===== src/hw/dac_pkg.sv =====
/*
 * constants, state encodings and the state record of the transfer
 * controller with abort handling and checksum engine.
 * assumes a single system clock and an asynchronous active-low reset.
 */
`default_nettype none

package dac_pkg;

	// ****************************************************************
	// sizes
	// ****************************************************************
	localparam int NUM_CH     = 4;
	localparam int CH_W       = 2;
	localparam int DATA_W     = 32;
	localparam int ADDR_W     = 8;
	localparam int CNT_W      = 16;
	localparam int FIFO_DEPTH = 16;

	// ****************************************************************
	// register offsets
	// ****************************************************************
	localparam logic [ADDR_W-1:0] OFS_CTRL       = 8'h00;
	localparam logic [ADDR_W-1:0] OFS_CRC_CTRL   = 8'h04;
	localparam logic [ADDR_W-1:0] OFS_CRC_RESULT = 8'h08;
	localparam logic [ADDR_W-1:0] OFS_CRC_INPUT  = 8'h0c;
	localparam logic [ADDR_W-1:0] OFS_STATUS     = 8'h10;
	localparam logic [ADDR_W-1:0] OFS_CH_BASE    = 8'h20;
	localparam int                CH_IDX_LSB     = 3;
	localparam int                CH_SEL_BIT     = 2;
	localparam int                CH_REGION_LSB  = 5;

	// ****************************************************************
	// field positions
	// ****************************************************************
	localparam int CTRL_EN_BIT    = 0;
	localparam int CRCC_BEAT_LSB  = 0;
	localparam int CRCC_POLY_BIT  = 2;
	localparam int CRCC_SRC_BIT   = 3;
	localparam int CRCC_EN_BIT    = 4;
	localparam int CH_EN_BIT      = 0;
	localparam int STAT_BUSY_BIT  = 0;
	localparam int STAT_ACT_LSB   = 4;
	localparam int STAT_ENG_BIT   = 8;
	localparam int STAT_STOP_BIT  = 9;

	// ****************************************************************
	// reset values and polynomials
	// ****************************************************************
	localparam logic [31:0]      CRC_RESULT_RST = 32'h0000_0000;
	localparam logic [31:0]      CRC_INPUT_RST  = 32'h0000_0000;
	localparam logic [CNT_W-1:0] CH_COUNT_RST   = 16'h0000;
	localparam logic [15:0]      POLY16         = 16'h1021;
	localparam logic [31:0]      POLY32         = 32'h04c1_1db7;

	// ****************************************************************
	// types
	// ****************************************************************
	typedef enum logic [2:0] {
		ENG_IDLE = 3'b001,
		ENG_BEAT = 3'b010,
		ENG_WB   = 3'b100
	} dac_eng_e;

	typedef struct packed {
		logic                          ctrl_en;
		logic                          ctrl_stop;
		logic [NUM_CH-1:0]             ch_en;
		logic [NUM_CH-1:0]             ch_abort;
		logic [NUM_CH-1:0][CNT_W-1:0]  remain;
		logic [1:0]                    beat;
		logic                          poly32;
		logic                          crc_src;
		logic                          crc_en;
		logic [31:0]                   chk;
		logic [31:0]                   pend;
		logic [1:0]                    cnt;
		logic                          busy;
		logic [31:0]                   din;
		dac_eng_e                      state;
		logic [CH_W-1:0]               act;
		logic [31:0]                   rdata;
		logic                          out_valid;
		logic [DATA_W-1:0]             out_data;
		logic [CH_W-1:0]               out_ch;
	} dac_top_s;

endpackage

`default_nettype wire


===== src/hw/dac_top.sv =====
/*
 * transfer controller with graceful channel abort and a checksum engine,
 * plus the data fifo in front of it.
 * assumes a one-cycle register port on CLK, a source and a sink with
 * valid/ready handshakes in the same clock domain.
 */
// Functional notes
// - on disable, active channel finishes a popped beat and its write-back; one stalled in ENG_BEAT stops without transferring.
// - other enabled idle channels named by the request stop the next cycle.
// - controller disable aborts all channels; channel disable aborts only that one.
// - channel enable bit clears only when the channel has really stopped, unless disabled in the cycle ENG_IDLE picks it.
// - controller enable bit clears only when the whole controller has stopped.
// - checksum is crc-16 ccitt or crc-32 ieee 802.3, selectable.
// - new checksum ready beat field value plus one cycles (1 to 4) after an input word.
// - checksum resets to zero; a direct write loads the start value.
// - checksum writes take effect only while the checksum engine is disabled.
// - crc-32 and not busy: read gives bit-reversed, complemented checksum.
// - crc-16 or busy: read gives the raw checksum register.
`timescale 1ns/1ps
`default_nettype none

// ****************************************************************
// data fifo
// ****************************************************************
module dac_fifo #(
	parameter int W     = 32,
	parameter int DEPTH = 16
) (
	input  wire logic         clk,
	input  wire logic         rst_n,
	input  wire logic         in_valid,
	input  wire logic [W-1:0] in_data,
	output logic              in_ready,
	output logic              out_valid,
	output logic [W-1:0]      out_data,
	input  wire logic         out_ready
);
	localparam int AW = $clog2(DEPTH);

	typedef struct packed {
		logic [AW-1:0] wp;
		logic [AW-1:0] rp;
		logic [AW:0]   cnt;
		logic          ready;
		logic          valid;
	} dac_fifo_s;

	dac_fifo_s     q;
	dac_fifo_s     n;
	logic [W-1:0]  mem [DEPTH];
	logic          push;
	logic          pop;

	assign push      = in_valid && q.ready;
	assign pop       = out_ready && q.valid;
	assign in_ready  = q.ready;
	assign out_valid = q.valid;
	assign out_data  = mem[q.rp];

	always_comb begin
		n = q;
		if (push) begin
			n.wp = q.wp + AW'(1);
		end
		if (pop) begin
			n.rp = q.rp + AW'(1);
		end
		n.cnt   = q.cnt + (AW+1)'(push) - (AW+1)'(pop);
		n.ready = n.cnt != (AW+1)'(DEPTH);
		n.valid = n.cnt != '0;
	end

	always_ff @(posedge clk or negedge rst_n) begin
		if (!rst_n) begin
			q       <= '0;
			q.ready <= 1'b1;
		end else begin
			q <= n;
		end
	end

	always_ff @(posedge clk) begin
		if (push) begin
			mem[q.wp] <= in_data;
		end
	end
endmodule

// ****************************************************************
// controller top
// ****************************************************************
module dac_top
	import dac_pkg::*;
(
	input  wire logic              CLK,
	input  wire logic              RST_N,
	input  wire logic [ADDR_W-1:0] ADDR,
	input  wire logic [31:0]       WDATA,
	input  wire logic              WR,
	input  wire logic              RD,
	output logic [31:0]            RDATA,
	input  wire logic              IN_VALID,
	input  wire logic [DATA_W-1:0] IN_DATA,
	output logic                   IN_READY,
	output logic                   OUT_VALID,
	output logic [DATA_W-1:0]      OUT_DATA,
	output logic [CH_W-1:0]        OUT_CH,
	input  wire logic              OUT_READY
);

	// ****************************************************************
	// helpers
	// ****************************************************************
	function automatic logic [2:0] beat_bytes(input logic [1:0] b);
		return (b == 2'h0) ? 3'h1 : ((b == 2'h1) ? 3'h2 : 3'h4);
	endfunction

	function automatic logic [31:0] bit_rev(input logic [31:0] v);
		logic [31:0] r;
		r = '0;
		for (int i = 0; i < 32; i++) begin
			r[i] = v[31-i];
		end
		return r;
	endfunction

	function automatic logic [31:0] crc_calc(input logic [31:0] c, input logic [31:0] d,
		input logic [2:0] nb, input logic p32);
		logic [31:0] r;
		logic        fb;
		r  = c;
		fb = 1'b0;
		for (int i = 0; i < 32; i++) begin
			if (i < 8 * int'(nb)) begin
				if (p32) begin
					fb = r[31] ^ d[i];
					r  = {r[30:0], 1'b0} ^ (fb ? POLY32 : 32'h0000_0000);
				end else begin
					fb = r[15] ^ d[(i & ~7) + 7 - (i & 7)];
					r  = {16'h0000, r[14:0], 1'b0} ^ (fb ? {16'h0000, POLY16} : 32'h0000_0000);
				end
			end
		end
		return r;
	endfunction

	// ****************************************************************
	// state and fifo
	// ****************************************************************
	dac_top_s          q;
	dac_top_s          n;
	logic              fifo_valid;
	logic [DATA_W-1:0] fifo_data;
	logic              pop;
	logic              feed;
	logic [31:0]       feed_data;
	logic              found;
	logic [CH_W-1:0]   pick;
	logic [CH_W-1:0]   wch;
	logic              ch_region;

	dac_fifo #(
		.W     (DATA_W),
		.DEPTH (FIFO_DEPTH)
	) u_fifo (
		.clk       (CLK),
		.rst_n     (RST_N),
		.in_valid  (IN_VALID),
		.in_data   (IN_DATA),
		.in_ready  (IN_READY),
		.out_valid (fifo_valid),
		.out_data  (fifo_data),
		.out_ready (pop)
	);

	assign wch       = ADDR[CH_IDX_LSB +: CH_W];
	assign ch_region = ADDR[ADDR_W-1:CH_REGION_LSB] == OFS_CH_BASE[ADDR_W-1:CH_REGION_LSB];

	// ****************************************************************
	// next state
	// ****************************************************************
	always_comb begin
		n         = q;
		pop       = 1'b0;
		feed      = 1'b0;
		feed_data = WDATA;
		found     = 1'b0;
		pick      = '0;
		for (int i = NUM_CH - 1; i >= 0; i--) begin
			if (q.ch_en[i] && !q.ch_abort[i] && q.remain[i] != '0) begin
				found = 1'b1;
				pick  = CH_W'(i);
			end
		end

		if (q.out_valid && OUT_READY) begin
			n.out_valid = 1'b0;
		end

		// checksum latency countdown
		if (q.busy) begin
			if (q.cnt == 2'h0) begin
				n.chk  = q.pend;
				n.busy = 1'b0;
			end else begin
				n.cnt = q.cnt - 2'h1;
			end
		end

		// transfer engine
		unique case (q.state)
			ENG_IDLE: begin
				for (int i = 0; i < NUM_CH; i++) begin
					if (q.ch_en[i] && q.remain[i] == '0) begin
						n.ch_en[i] = 1'b0;
					end
				end
				if (q.ctrl_stop) begin
					n.ctrl_en   = 1'b0;
					n.ctrl_stop = 1'b0;
				end else if (q.ctrl_en && found) begin
					n.act   = pick;
					n.state = ENG_BEAT;
				end
			end
			ENG_BEAT: begin
				if (q.ch_abort[q.act]) begin
					n.ch_en[q.act]    = 1'b0;
					n.ch_abort[q.act] = 1'b0;
					n.state           = ENG_IDLE;
				end else if (fifo_valid && (!q.out_valid || OUT_READY)
					&& !(q.crc_src && q.crc_en && q.busy)) begin
					pop         = 1'b1;
					n.out_valid = 1'b1;
					n.out_data  = fifo_data;
					n.out_ch    = q.act;
					feed        = q.crc_src && q.crc_en;
					feed_data   = fifo_data;
					n.state     = ENG_WB;
				end
			end
			ENG_WB: begin
				n.remain[q.act] = q.remain[q.act] - CNT_W'(1);
				if (q.remain[q.act] == CNT_W'(1) || q.ch_abort[q.act]) begin
					n.ch_en[q.act]    = 1'b0;
					n.ch_abort[q.act] = 1'b0;
				end
				n.state = ENG_IDLE;
			end
		endcase

		// software input word
		if (WR && ADDR == OFS_CRC_INPUT) begin
			n.din = WDATA;
			if (q.crc_en && !q.crc_src && !q.busy) begin
				feed = 1'b1;
			end
		end

		if (feed) begin
			n.pend = crc_calc(q.chk, feed_data, beat_bytes(q.beat), q.poly32);
			n.cnt  = q.beat;
			n.busy = 1'b1;
		end

		// register writes
		if (WR) begin
			if (ADDR == OFS_CTRL) begin
				if (WDATA[CTRL_EN_BIT]) begin
					n.ctrl_en   = 1'b1;
					n.ctrl_stop = 1'b0;
				end else if (q.ctrl_en) begin
					n.ctrl_stop = 1'b1;
					for (int i = 0; i < NUM_CH; i++) begin
						if (q.state != ENG_IDLE && q.act == CH_W'(i)) begin
							n.ch_abort[i] = q.ch_en[i];
						end else begin
							n.ch_en[i] = 1'b0;
						end
					end
				end
			end else if (ADDR == OFS_CRC_CTRL) begin
				n.beat    = WDATA[CRCC_BEAT_LSB +: 2];
				n.poly32  = WDATA[CRCC_POLY_BIT];
				n.crc_src = WDATA[CRCC_SRC_BIT];
				n.crc_en  = WDATA[CRCC_EN_BIT];
				if (!WDATA[CRCC_EN_BIT]) begin
					n.busy = 1'b0;
				end
			end else if (ADDR == OFS_CRC_RESULT) begin
				if (!q.crc_en) begin
					n.chk = WDATA;
				end
			end else if (ch_region && !ADDR[CH_SEL_BIT]) begin
				if (WDATA[CH_EN_BIT]) begin
					n.ch_en[wch] = 1'b1;
				end else if (q.ch_en[wch]) begin
					if (q.state == ENG_BEAT && q.act == wch) begin
						n.ch_abort[wch] = 1'b1;
					end else begin
						n.ch_en[wch] = 1'b0;
					end
				end
			end else if (ch_region && ADDR[CH_SEL_BIT]) begin
				if (!q.ch_en[wch]) begin
					n.remain[wch] = WDATA[CNT_W-1:0];
				end
			end
		end

		// register reads, data valid the cycle after the strobe only
		n.rdata = 32'h0000_0000;
		if (RD) begin
			if (ADDR == OFS_CTRL) begin
				n.rdata[CTRL_EN_BIT] = q.ctrl_en;
			end else if (ADDR == OFS_CRC_CTRL) begin
				n.rdata[CRCC_BEAT_LSB +: 2] = q.beat;
				n.rdata[CRCC_POLY_BIT]      = q.poly32;
				n.rdata[CRCC_SRC_BIT]       = q.crc_src;
				n.rdata[CRCC_EN_BIT]        = q.crc_en;
			end else if (ADDR == OFS_CRC_RESULT) begin
				if (q.poly32 && !q.busy) begin
					n.rdata = ~bit_rev(q.chk);
				end else begin
					n.rdata = q.chk;
				end
			end else if (ADDR == OFS_CRC_INPUT) begin
				n.rdata = q.din;
			end else if (ADDR == OFS_STATUS) begin
				n.rdata[STAT_BUSY_BIT]          = q.busy;
				n.rdata[STAT_ACT_LSB +: CH_W]   = q.act;
				n.rdata[STAT_ENG_BIT]           = q.state != ENG_IDLE;
				n.rdata[STAT_STOP_BIT]          = q.ctrl_stop;
			end else if (ch_region && !ADDR[CH_SEL_BIT]) begin
				n.rdata[CH_EN_BIT] = q.ch_en[wch];
			end else if (ch_region && ADDR[CH_SEL_BIT]) begin
				n.rdata[CNT_W-1:0] = q.remain[wch];
			end
		end
	end

	// ****************************************************************
	// state register
	// ****************************************************************
	always_ff @(posedge CLK or negedge RST_N) begin
		if (!RST_N) begin
			q        <= '0;
			q.chk    <= CRC_RESULT_RST;
			q.din    <= CRC_INPUT_RST;
			q.remain <= {NUM_CH{CH_COUNT_RST}};
			q.state  <= ENG_IDLE;
		end else begin
			q <= n;
		end
	end

	assign RDATA     = q.rdata;
	assign OUT_VALID = q.out_valid;
	assign OUT_DATA  = q.out_data;
	assign OUT_CH    = q.out_ch;

endmodule

`default_nettype wire


===== config.mk =====
export PLATFORM = sky130hd
export DESIGN_NAME = dac_top
export DESIGN_NICKNAME = d
export VERILOG_FILES = /design/src/hw/dac_pkg.sv /design/src/hw/dac_top.sv
export SDC_FILE = /design/constraint.sdc
export NUM_CORES = 2
export LEC_CHECK = 0
export ABC_CLOCK_PERIOD_IN_PS = 8500
export BUFFER_PORTS_ARGS = -buffer_cell sky130_fd_sc_hd__buf_2
export CORE_ASPECT_RATIO = 1.5
export CORE_MARGIN = 2
export CORE_UTILIZATION = 39
export CTS_CLUSTER_DIAMETER = 40
export CTS_CLUSTER_SIZE = 24
export DETAILED_ROUTE_END_ITERATION = 10
export GPL_TIMING_DRIVEN = 0
export HOLD_SLACK_MARGIN = 0.12
export MAX_ROUTING_LAYER = met4
export PLACE_DENSITY = 0.56
export SETUP_SLACK_MARGIN = 0.3
export SLEW_MARGIN = 0
export SYNTH_ARGS = -nofsm -noshare
export SYNTH_HDL_FRONTEND = slang
export SYNTH_SLANG_ARGS = --single-unit

===== constraint.sdc =====
create_clock -name CLK -period 8.5 [get_ports CLK]
set_clock_uncertainty 0.1 [all_clocks]
set_input_delay 1.275 -clock CLK [delete_from_list [all_inputs] [get_ports CLK]]
set_output_delay 1.275 -clock CLK [all_outputs]
set_load 0.005 [all_outputs]

# [Word level (Yosys, flattened, before mapping)]
# Memories as Yosys holds them, arrays and structs flattened.
# Index checks and enable logic that the tools add are counted.
[totals] mem_count=1 inputBits=78 out_inout_bits=68 ramBits=512 wordCells=579 regBits=265
[memory_table] name="u_fifo.mem" words=16 word_bits=32 rd=1 rd_ports_with_merged_regs=0 wr=1 line_no="dac_top.sv:50" rtl="logic [W-1:0] mem [DEPTH];"
[op_classes] n_reduce_logical=63 n_eq_ne=20 mux=286 n_lt_le_gt_ge=36 addsub=6 bitwise=139
[ops] cell="2-to-1 mux 32 bit" n=106
[ops] cell="XOR 32 x 27 -> 32 bit" n=32
[ops] cell="2-to-1 mux 27 bit" n=33
[ops] cell="XOR 16 x 13 -> 16 bit" n=32
[ops] cell="2-to-1 mux 13 bit" n=32
[ops] cell="2-to-1 mux 64 bit" n=4
[ops] cell="2-to-1 mux 16 bit" n=14
[ops] cell="2-to-1 mux 72 bit" n=2
[ops] cell="bitwise mux 64 bit" n=2
[ops] cell="2-to-1 mux 111 bit" n=1
[ops] cell="2-to-1 mux 35 bit" n=3
[ops] cell="2-to-1 mux 101 bit" n=1
[ops] cell="< comparator 5 x 6 -> 1 bit, first input constant" n=16
[ops] cell="binary-select mux 16 bit (select 2 bit)" n=2
[ops] cell="demux 16 bit (select 2 bit)" n=2
[ops] cell="zero test 16 bit" n=4
[ops] cell="nonzero test 16 bit" n=4
[ops] cell="XOR 1 bit" n=64
[ops] cell="< comparator 4 x 6 -> 1 bit, first input constant" n=8
[ops] cell="2-to-1 mux 8 bit" n=6
[ops] cell="2-to-1 mux 1 bit" n=41
[ops] cell="logical AND 1 bit" n=33
[ops] cell="inverter 32 bit" n=1
[ops] cell="2-to-1 mux 31 bit" n=1
[ops] cell="other kinds (48)" n=106

# [Logic depth before layout (Yosys ltp)]
[depth] ltp_word=198 ltp_mapped=36

# [Modules after synthesis]
# A second synthesis with hierarchy kept.
[unflattened] hier_cells=3826 hier_area_um2=43563.0
[by_module_without_submodules] mod="dac_top" area_each_um2=23137.2 instances=1 cells_each=2804
[by_module_without_submodules] mod="dac_fifo" area_each_um2=20425.8 instances=1 cells_each=1022

# [Worst setup path after synthesis]
# No wires, ideal clock.
[synth_path] path_kind="input to register" start="input OUT_READY" end="register q[114] (netlist name)" setup_slack_ns=0.710 arrival_time_ns=7.569 stages=31 required_ns=8.279 path_buffers=1 cell_sequence="nand2b_1 and4_1 clkbuf_1 a21oi_1 or4_1 a211oi_1 o211ai_1 and4b_1 nor3_2 mux2i_1 o31ai_2 o31ai_4 mux2_4 a211oi_4 or3_1 a21oi_2 or3_1 a21oi_2 or3_1 a31oi_1 xnor2_1 a21o_1 xnor2_2 a21oi_2 xnor2_2 o21ai_1 xor2_1 o21ai_2 xnor2_1 nor2_1 o22a_1"
[synth_between] elab_chain_cells=149
[synth_lines] element="start: declaration" line_no="dac_top.sv:108" rtl="input wire logic OUT_READY"
[synth_lines] element="logical OR 1 bit (*)" line_no="dac_top.sv:231" rtl="end else if (fifo_valid && (!q.out_valid || OUT_READY)"
[synth_lines] element="logical AND 1 bit (*)" line_no="dac_top.sv:231"
[synth_lines] element="logical AND 1 bit (*)" line_no="dac_top.sv:232" rtl="&& !(q.crc_src && q.crc_en && q.busy)) begin"
[synth_lines] element="2-to-1 mux 32 bit" line_no="dac_top.sv:231"
[synth_lines] element="2-to-1 mux 32 bit" line_no="dac_top.sv:227" rtl="if (q.ch_abort[q.act]) begin"
[synth_lines] element="2-to-1 mux 32 bit" line_no="dac_top.sv:211" rtl="unique case (q.state)"
[synth_lines] element="XOR 1 bit" line_no="dac_top.sv:136" rtl="fb = r[31] ^ d[i];"
[synth_lines] element="2-to-1 mux 27 bit" line_no="dac_top.sv:137" rtl="r = {r[30:0], 1'b0} ^ (fb ? POLY32 : 32'h0000_0000);"
[synth_lines] element="[... 133 more ...]"
[synth_lines] element="2-to-1 mux 32 bit" line_no="dac_top.sv:260" rtl="if (feed) begin"
[synth_lines] element="XOR 16 x 13 -> 16 bit / XOR 32 x 27 -> 32 bit (equally long branches)" line_no="dac_top.sv:140, dac_top.sv:137"
[synth_lines] element="2-to-1 mux 32 bit" line_no="dac_top.sv:135" rtl="if (p32) begin"
[synth_lines] element="2-to-1 mux 32 bit" line_no="dac_top.sv:134" rtl="if (i < 8 * int'(nb)) begin"
[synth_lines] element="2-to-1 mux 32 bit" line_no="dac_top.sv:260"
[synth_lines] element="XOR 16 x 13 -> 16 bit / XOR 32 x 27 -> 32 bit (equally long branches)" line_no="dac_top.sv:140, dac_top.sv:137"
[synth_lines] element="2-to-1 mux 32 bit" line_no="dac_top.sv:135"
[synth_lines] element="2-to-1 mux 32 bit" line_no="dac_top.sv:134"
[synth_lines] element="end signal: assignment" line_no="dac_top.sv:353" rtl="q <= n;"
[synth_lines] element="end: declaration" line_no="dac_top.sv:150" rtl="dac_top_s q;"
# Mark *: on every way between the ends. The rest lies on a longest branch, timed or not. The select of a mux whose other input is x is not followed.
# A chain may end at the register's enable or synchronous reset.

# [Final worst setup path]
[layout_path] start="register u_fifo.q[9] (netlist name)" end="register q[114] (netlist name)"
[layout_between] elab_chain_cells=147
[layout_lines] element="start: declaration" line_no="dac_top.sv:48" rtl="dac_fifo_s q;"
[layout_lines] element="start signal: assignment" line_no="dac_top.sv:78" rtl="q <= n;"
[layout_lines] element="memory read (16 x 32 bit) (*)"
[layout_lines] element="2-to-1 mux 32 bit (*)" line_no="dac_top.sv:231"
[layout_lines] element="2-to-1 mux 32 bit (*)" line_no="dac_top.sv:227"
[layout_lines] element="2-to-1 mux 32 bit (*)" line_no="dac_top.sv:211"
[layout_lines] element="XOR 1 bit" line_no="dac_top.sv:136"
[layout_lines] element="2-to-1 mux 27 bit" line_no="dac_top.sv:137"
[layout_lines] element="XOR 32 x 27 -> 32 bit" line_no="dac_top.sv:137"
[layout_lines] element="2-to-1 mux 32 bit" line_no="dac_top.sv:135"
[layout_lines] element="[... 131 more ...]"
[layout_lines] element="2-to-1 mux 32 bit" line_no="dac_top.sv:260"
[layout_lines] element="XOR 16 x 13 -> 16 bit / XOR 32 x 27 -> 32 bit (equally long branches)" line_no="dac_top.sv:140, dac_top.sv:137"
[layout_lines] element="2-to-1 mux 32 bit" line_no="dac_top.sv:135"
[layout_lines] element="2-to-1 mux 32 bit" line_no="dac_top.sv:134"
[layout_lines] element="2-to-1 mux 32 bit" line_no="dac_top.sv:260"
[layout_lines] element="XOR 16 x 13 -> 16 bit / XOR 32 x 27 -> 32 bit (equally long branches)" line_no="dac_top.sv:140, dac_top.sv:137"
[layout_lines] element="2-to-1 mux 32 bit" line_no="dac_top.sv:135"
[layout_lines] element="2-to-1 mux 32 bit (*)" line_no="dac_top.sv:134"
# Marked as above.

==> flow_summary.ini <==
[sta]
fmax_mhz = 120
tightest_slew_ps = 1170
timing.setup.tns_ps = 0
hold_viol = 0
hold-worst-slack_ps = 371
slew_headroom_pct = 21.7
period_share_pct = 97.7
slew_violations = 0
rsz0062_at_grt = true
setup_viol = 0
period_needed_ps = 8300

[logic_synthesis]
ys_seq_elements = 777
synthesis.area_um2 = 41800
synth.largest_area_cell = edfxtp_1
yosysTopAreaCellShare_pct = 36.8
ys_top_cells_by_count = 512 x edfxtp_1, 350 x nand2_1, 263 x dfrtp_1, 242 x o21ai_0, 240 x xnor2_1
postSynthCellCount = 3386
synth.most_common_cell = edfxtp_1
synth_cell_type_count = 109
synth-main-ff-cell = edfxtp_1
async_flop_share_pct = 34.1
syn_avg_cell_area_um2 = 12.3
synth.net_count = 3478
synth.area.top_cells = edfxtp_1 37%, dfrtp_1 16%, mux4_2 9.6%
seq_area_frac_synth_pct = 52.6
synth_edf_count = 512
yosysWarningCount = 0

[die]
start_util_pct = 39.2
fp.coreArea_um2 = 107000
placement_rows = 147
pin_count = 146
dieArea_um2 = 110000
die_w_um = 271
die-height_um = 405

[power_and_ir_drop]
internal-power_uw = 9670
power_frac_comb_pct = 41.3
p_clk_share_pct = 26.4
seq_power_share_pct = 32.4
leakage_uw = 0.0189
p_per_area_nw_per_um2 = 298
total_power_uw = 15200
ir_worst_vdd_uv = 199
p_switching_uw = 5550
switching_share_pct = 36.5

[detailed_routing]
drt_iter0_drc = 2700
wire_per_inst_um = 28.4
routed_wirelength_um = 150000
drtAntennaViolNets = 0
firstDrtPassIters = 6
post-route-drc-count = 0
vias = 30397
via_per_inst = 5.74

[grt]
grt_max_degree = 109
grt_overflow_total = 0
antenna_found_initial = 10
grt_pass1_vias = 31078
track_usage_pct = 28.1
grt_pass1_wl_um = 216000

[setup_path]
max_stage_delay_ps = 540
critPathKind = register to register
cp_max_fo = 7
required_ps = 8930
crit_slowest_cell = mux4_2
cp.arrival_ps = 8730
rr_worst_depth = 34
cp-start-kind = register
endpoint_kind = register

[final_layout]
fillers = 9585
drive_above_1_share_pct = 29.4
finalInstanceArea_um2 = 51100
areaGrowthSynthToFinish_pct = 22.3
nets = 3888
post-route-util_pct = 47.9

[clock_tree]
cts_buffer_depth = 3
clock-sinks = 777
clk_pin_slew_worst_paths_ps = 60
cts_tree = yes
clk-insertion-delay-late_ps = 720
htreeDepth = 3
cts_root_buffer = clkbuf_16
cts_made_buffers = 90
cts_hold_buffers = 0

[placement]
place_area_um2 = 44700
dp.final_hpwl_um = 109000
numPortBuffers = 137
routabilityCongestion = 0.994

[worst_hold_path]
hold_class = register to register
hold_path_depth = 2

[run_status]
status = finished, final reports clean

[run]
max_cap_viol_count = 0
final cells by class:
class | count | area [µm²] | share of cell area [%]
sequential | 777 | 22000 | 43.0
multi-input combinational | 2285 | 19900 | 38.9
timing repair buffer | 318 | 2530 | 4.95
clock buffer | 104 | 2370 | 4.63
tap | 1415 | 1770 | 3.46
buffer | 280 | 1590 | 3.10
clock inverter | 65 | 777 | 1.52
inverter | 44 | 168 | 0.328
antenna | 7 | 17.5 | 0.0342
final timing paths:
path,from,to,slack [ps]
max,u_fifo.q[9],q[114],200
min,q[96],RDATA[24],370
max reg2reg,u_fifo.q[9],q[114],200
min reg2reg,q[96],RDATA[24],370
max in group asynchronous,RST_N,q[122],6380
min in group asynchronous,RST_N,OUT_CH[1],390
kinds of logic after synthesis:
kind of cell	Yosys count	synth area share (%)
simple gates	835	9.31
flops	777	52.6
compound gates	696	10.4
xor+xnor	416	10.1
buf+inv	324	3.74
mux	324	13.3
fa+ha+maj	14	0.437
metal layers:
metal | share of wire (%) | track usage (%) | up-vias | wire [µm]
li1 | - | - | 13306 | -
met1 | 37 | 31.0 | 15281 | 54900
met2 | 50 | 47.6 | 1333 | 75100
met3 | 5.8 | 3.80 | 477 | 8670
met4 | 7.7 | 18.3 | 0 | 11600
met5 | 0 | - | - | 0
cell usage in the layout (no fill, tap or decap), types with 20 or more instances in the layout:
cell type    n
a21o_1      51
a21oi_1    132
xnor2_1    203
nor2_1     181
nor4_1      29
nand2_1    347
o211ai_1    23
xor2_1      98
o21ai_0    240
buf_4      218
a21oi_2     20
xor2_2      20
o21ai_1     24
mux2_2      50
a22oi_1     20
and3_1      31
xnor2_4     23
inv_1       40
clkbuf_16   94
nand3_1     30
mux2i_1     69
edfxtp_1   512
clkbuf_1   127
clkbuf_2    20
buf_2      158
buf_1       21
mux4_2     179
buf_12      33
xnor2_2     36
nor3_1      44
dfrtp_1    261
flip-flops by register name (all words and copies together) (netlist names):
name              cells
OUT_DATA             32
RDATA                32
u_fifo.mem          512
u_fifo.in_ready       1
q                   183
OUT_CH                2
OUT_VALID             1
u_fifo.q             13
u_fifo.out_valid      1
worst max-delay path, delay by kind of cell (launching register included):
family | cells | cell delay [ps]
muxes | 3 | 1320
AOI/OAI and AO/OA | 12 | 2070
and+or+nand+nor | 7 | 1850
buffers and inverters | 4 | 580
DFF | 1 | 380
xor gates and xnor gates | 8 | 1830
what timing repair did:
action                                  CTS  global route
endpoints found under the setup margin   36            18
resized for setup                       243           137
pin swaps                                73            98
gates cloned                              1             3
setup buffers                           107            52
power groups by stage:
stage | sequential (µW) | clock, µW | combinational, µW
after detailed placement | 4980 | 0 | 5360
after global placement | 5000 | 0 | 5290
after global routing | 4970 | 4230 | 6620
after floorplan | 4830 | 0 | 3700
after CTS | 4920 | 4080 | 5940
final | 4920 | 4020 | 6280
stage by stage:
| stage | cells | setup WS (ps) |
|---|---|---|
| final | 5295 | 199 |
| after global routing | 5294 | 26.8 |
| after CTS | 5233 | 300 |
| after detailed placement | 4956 | -2340 |
| after global placement | 4938 | -2490 |
| after floorplan | 3386 | 710 |
Power figures use the tool's default switching activity.
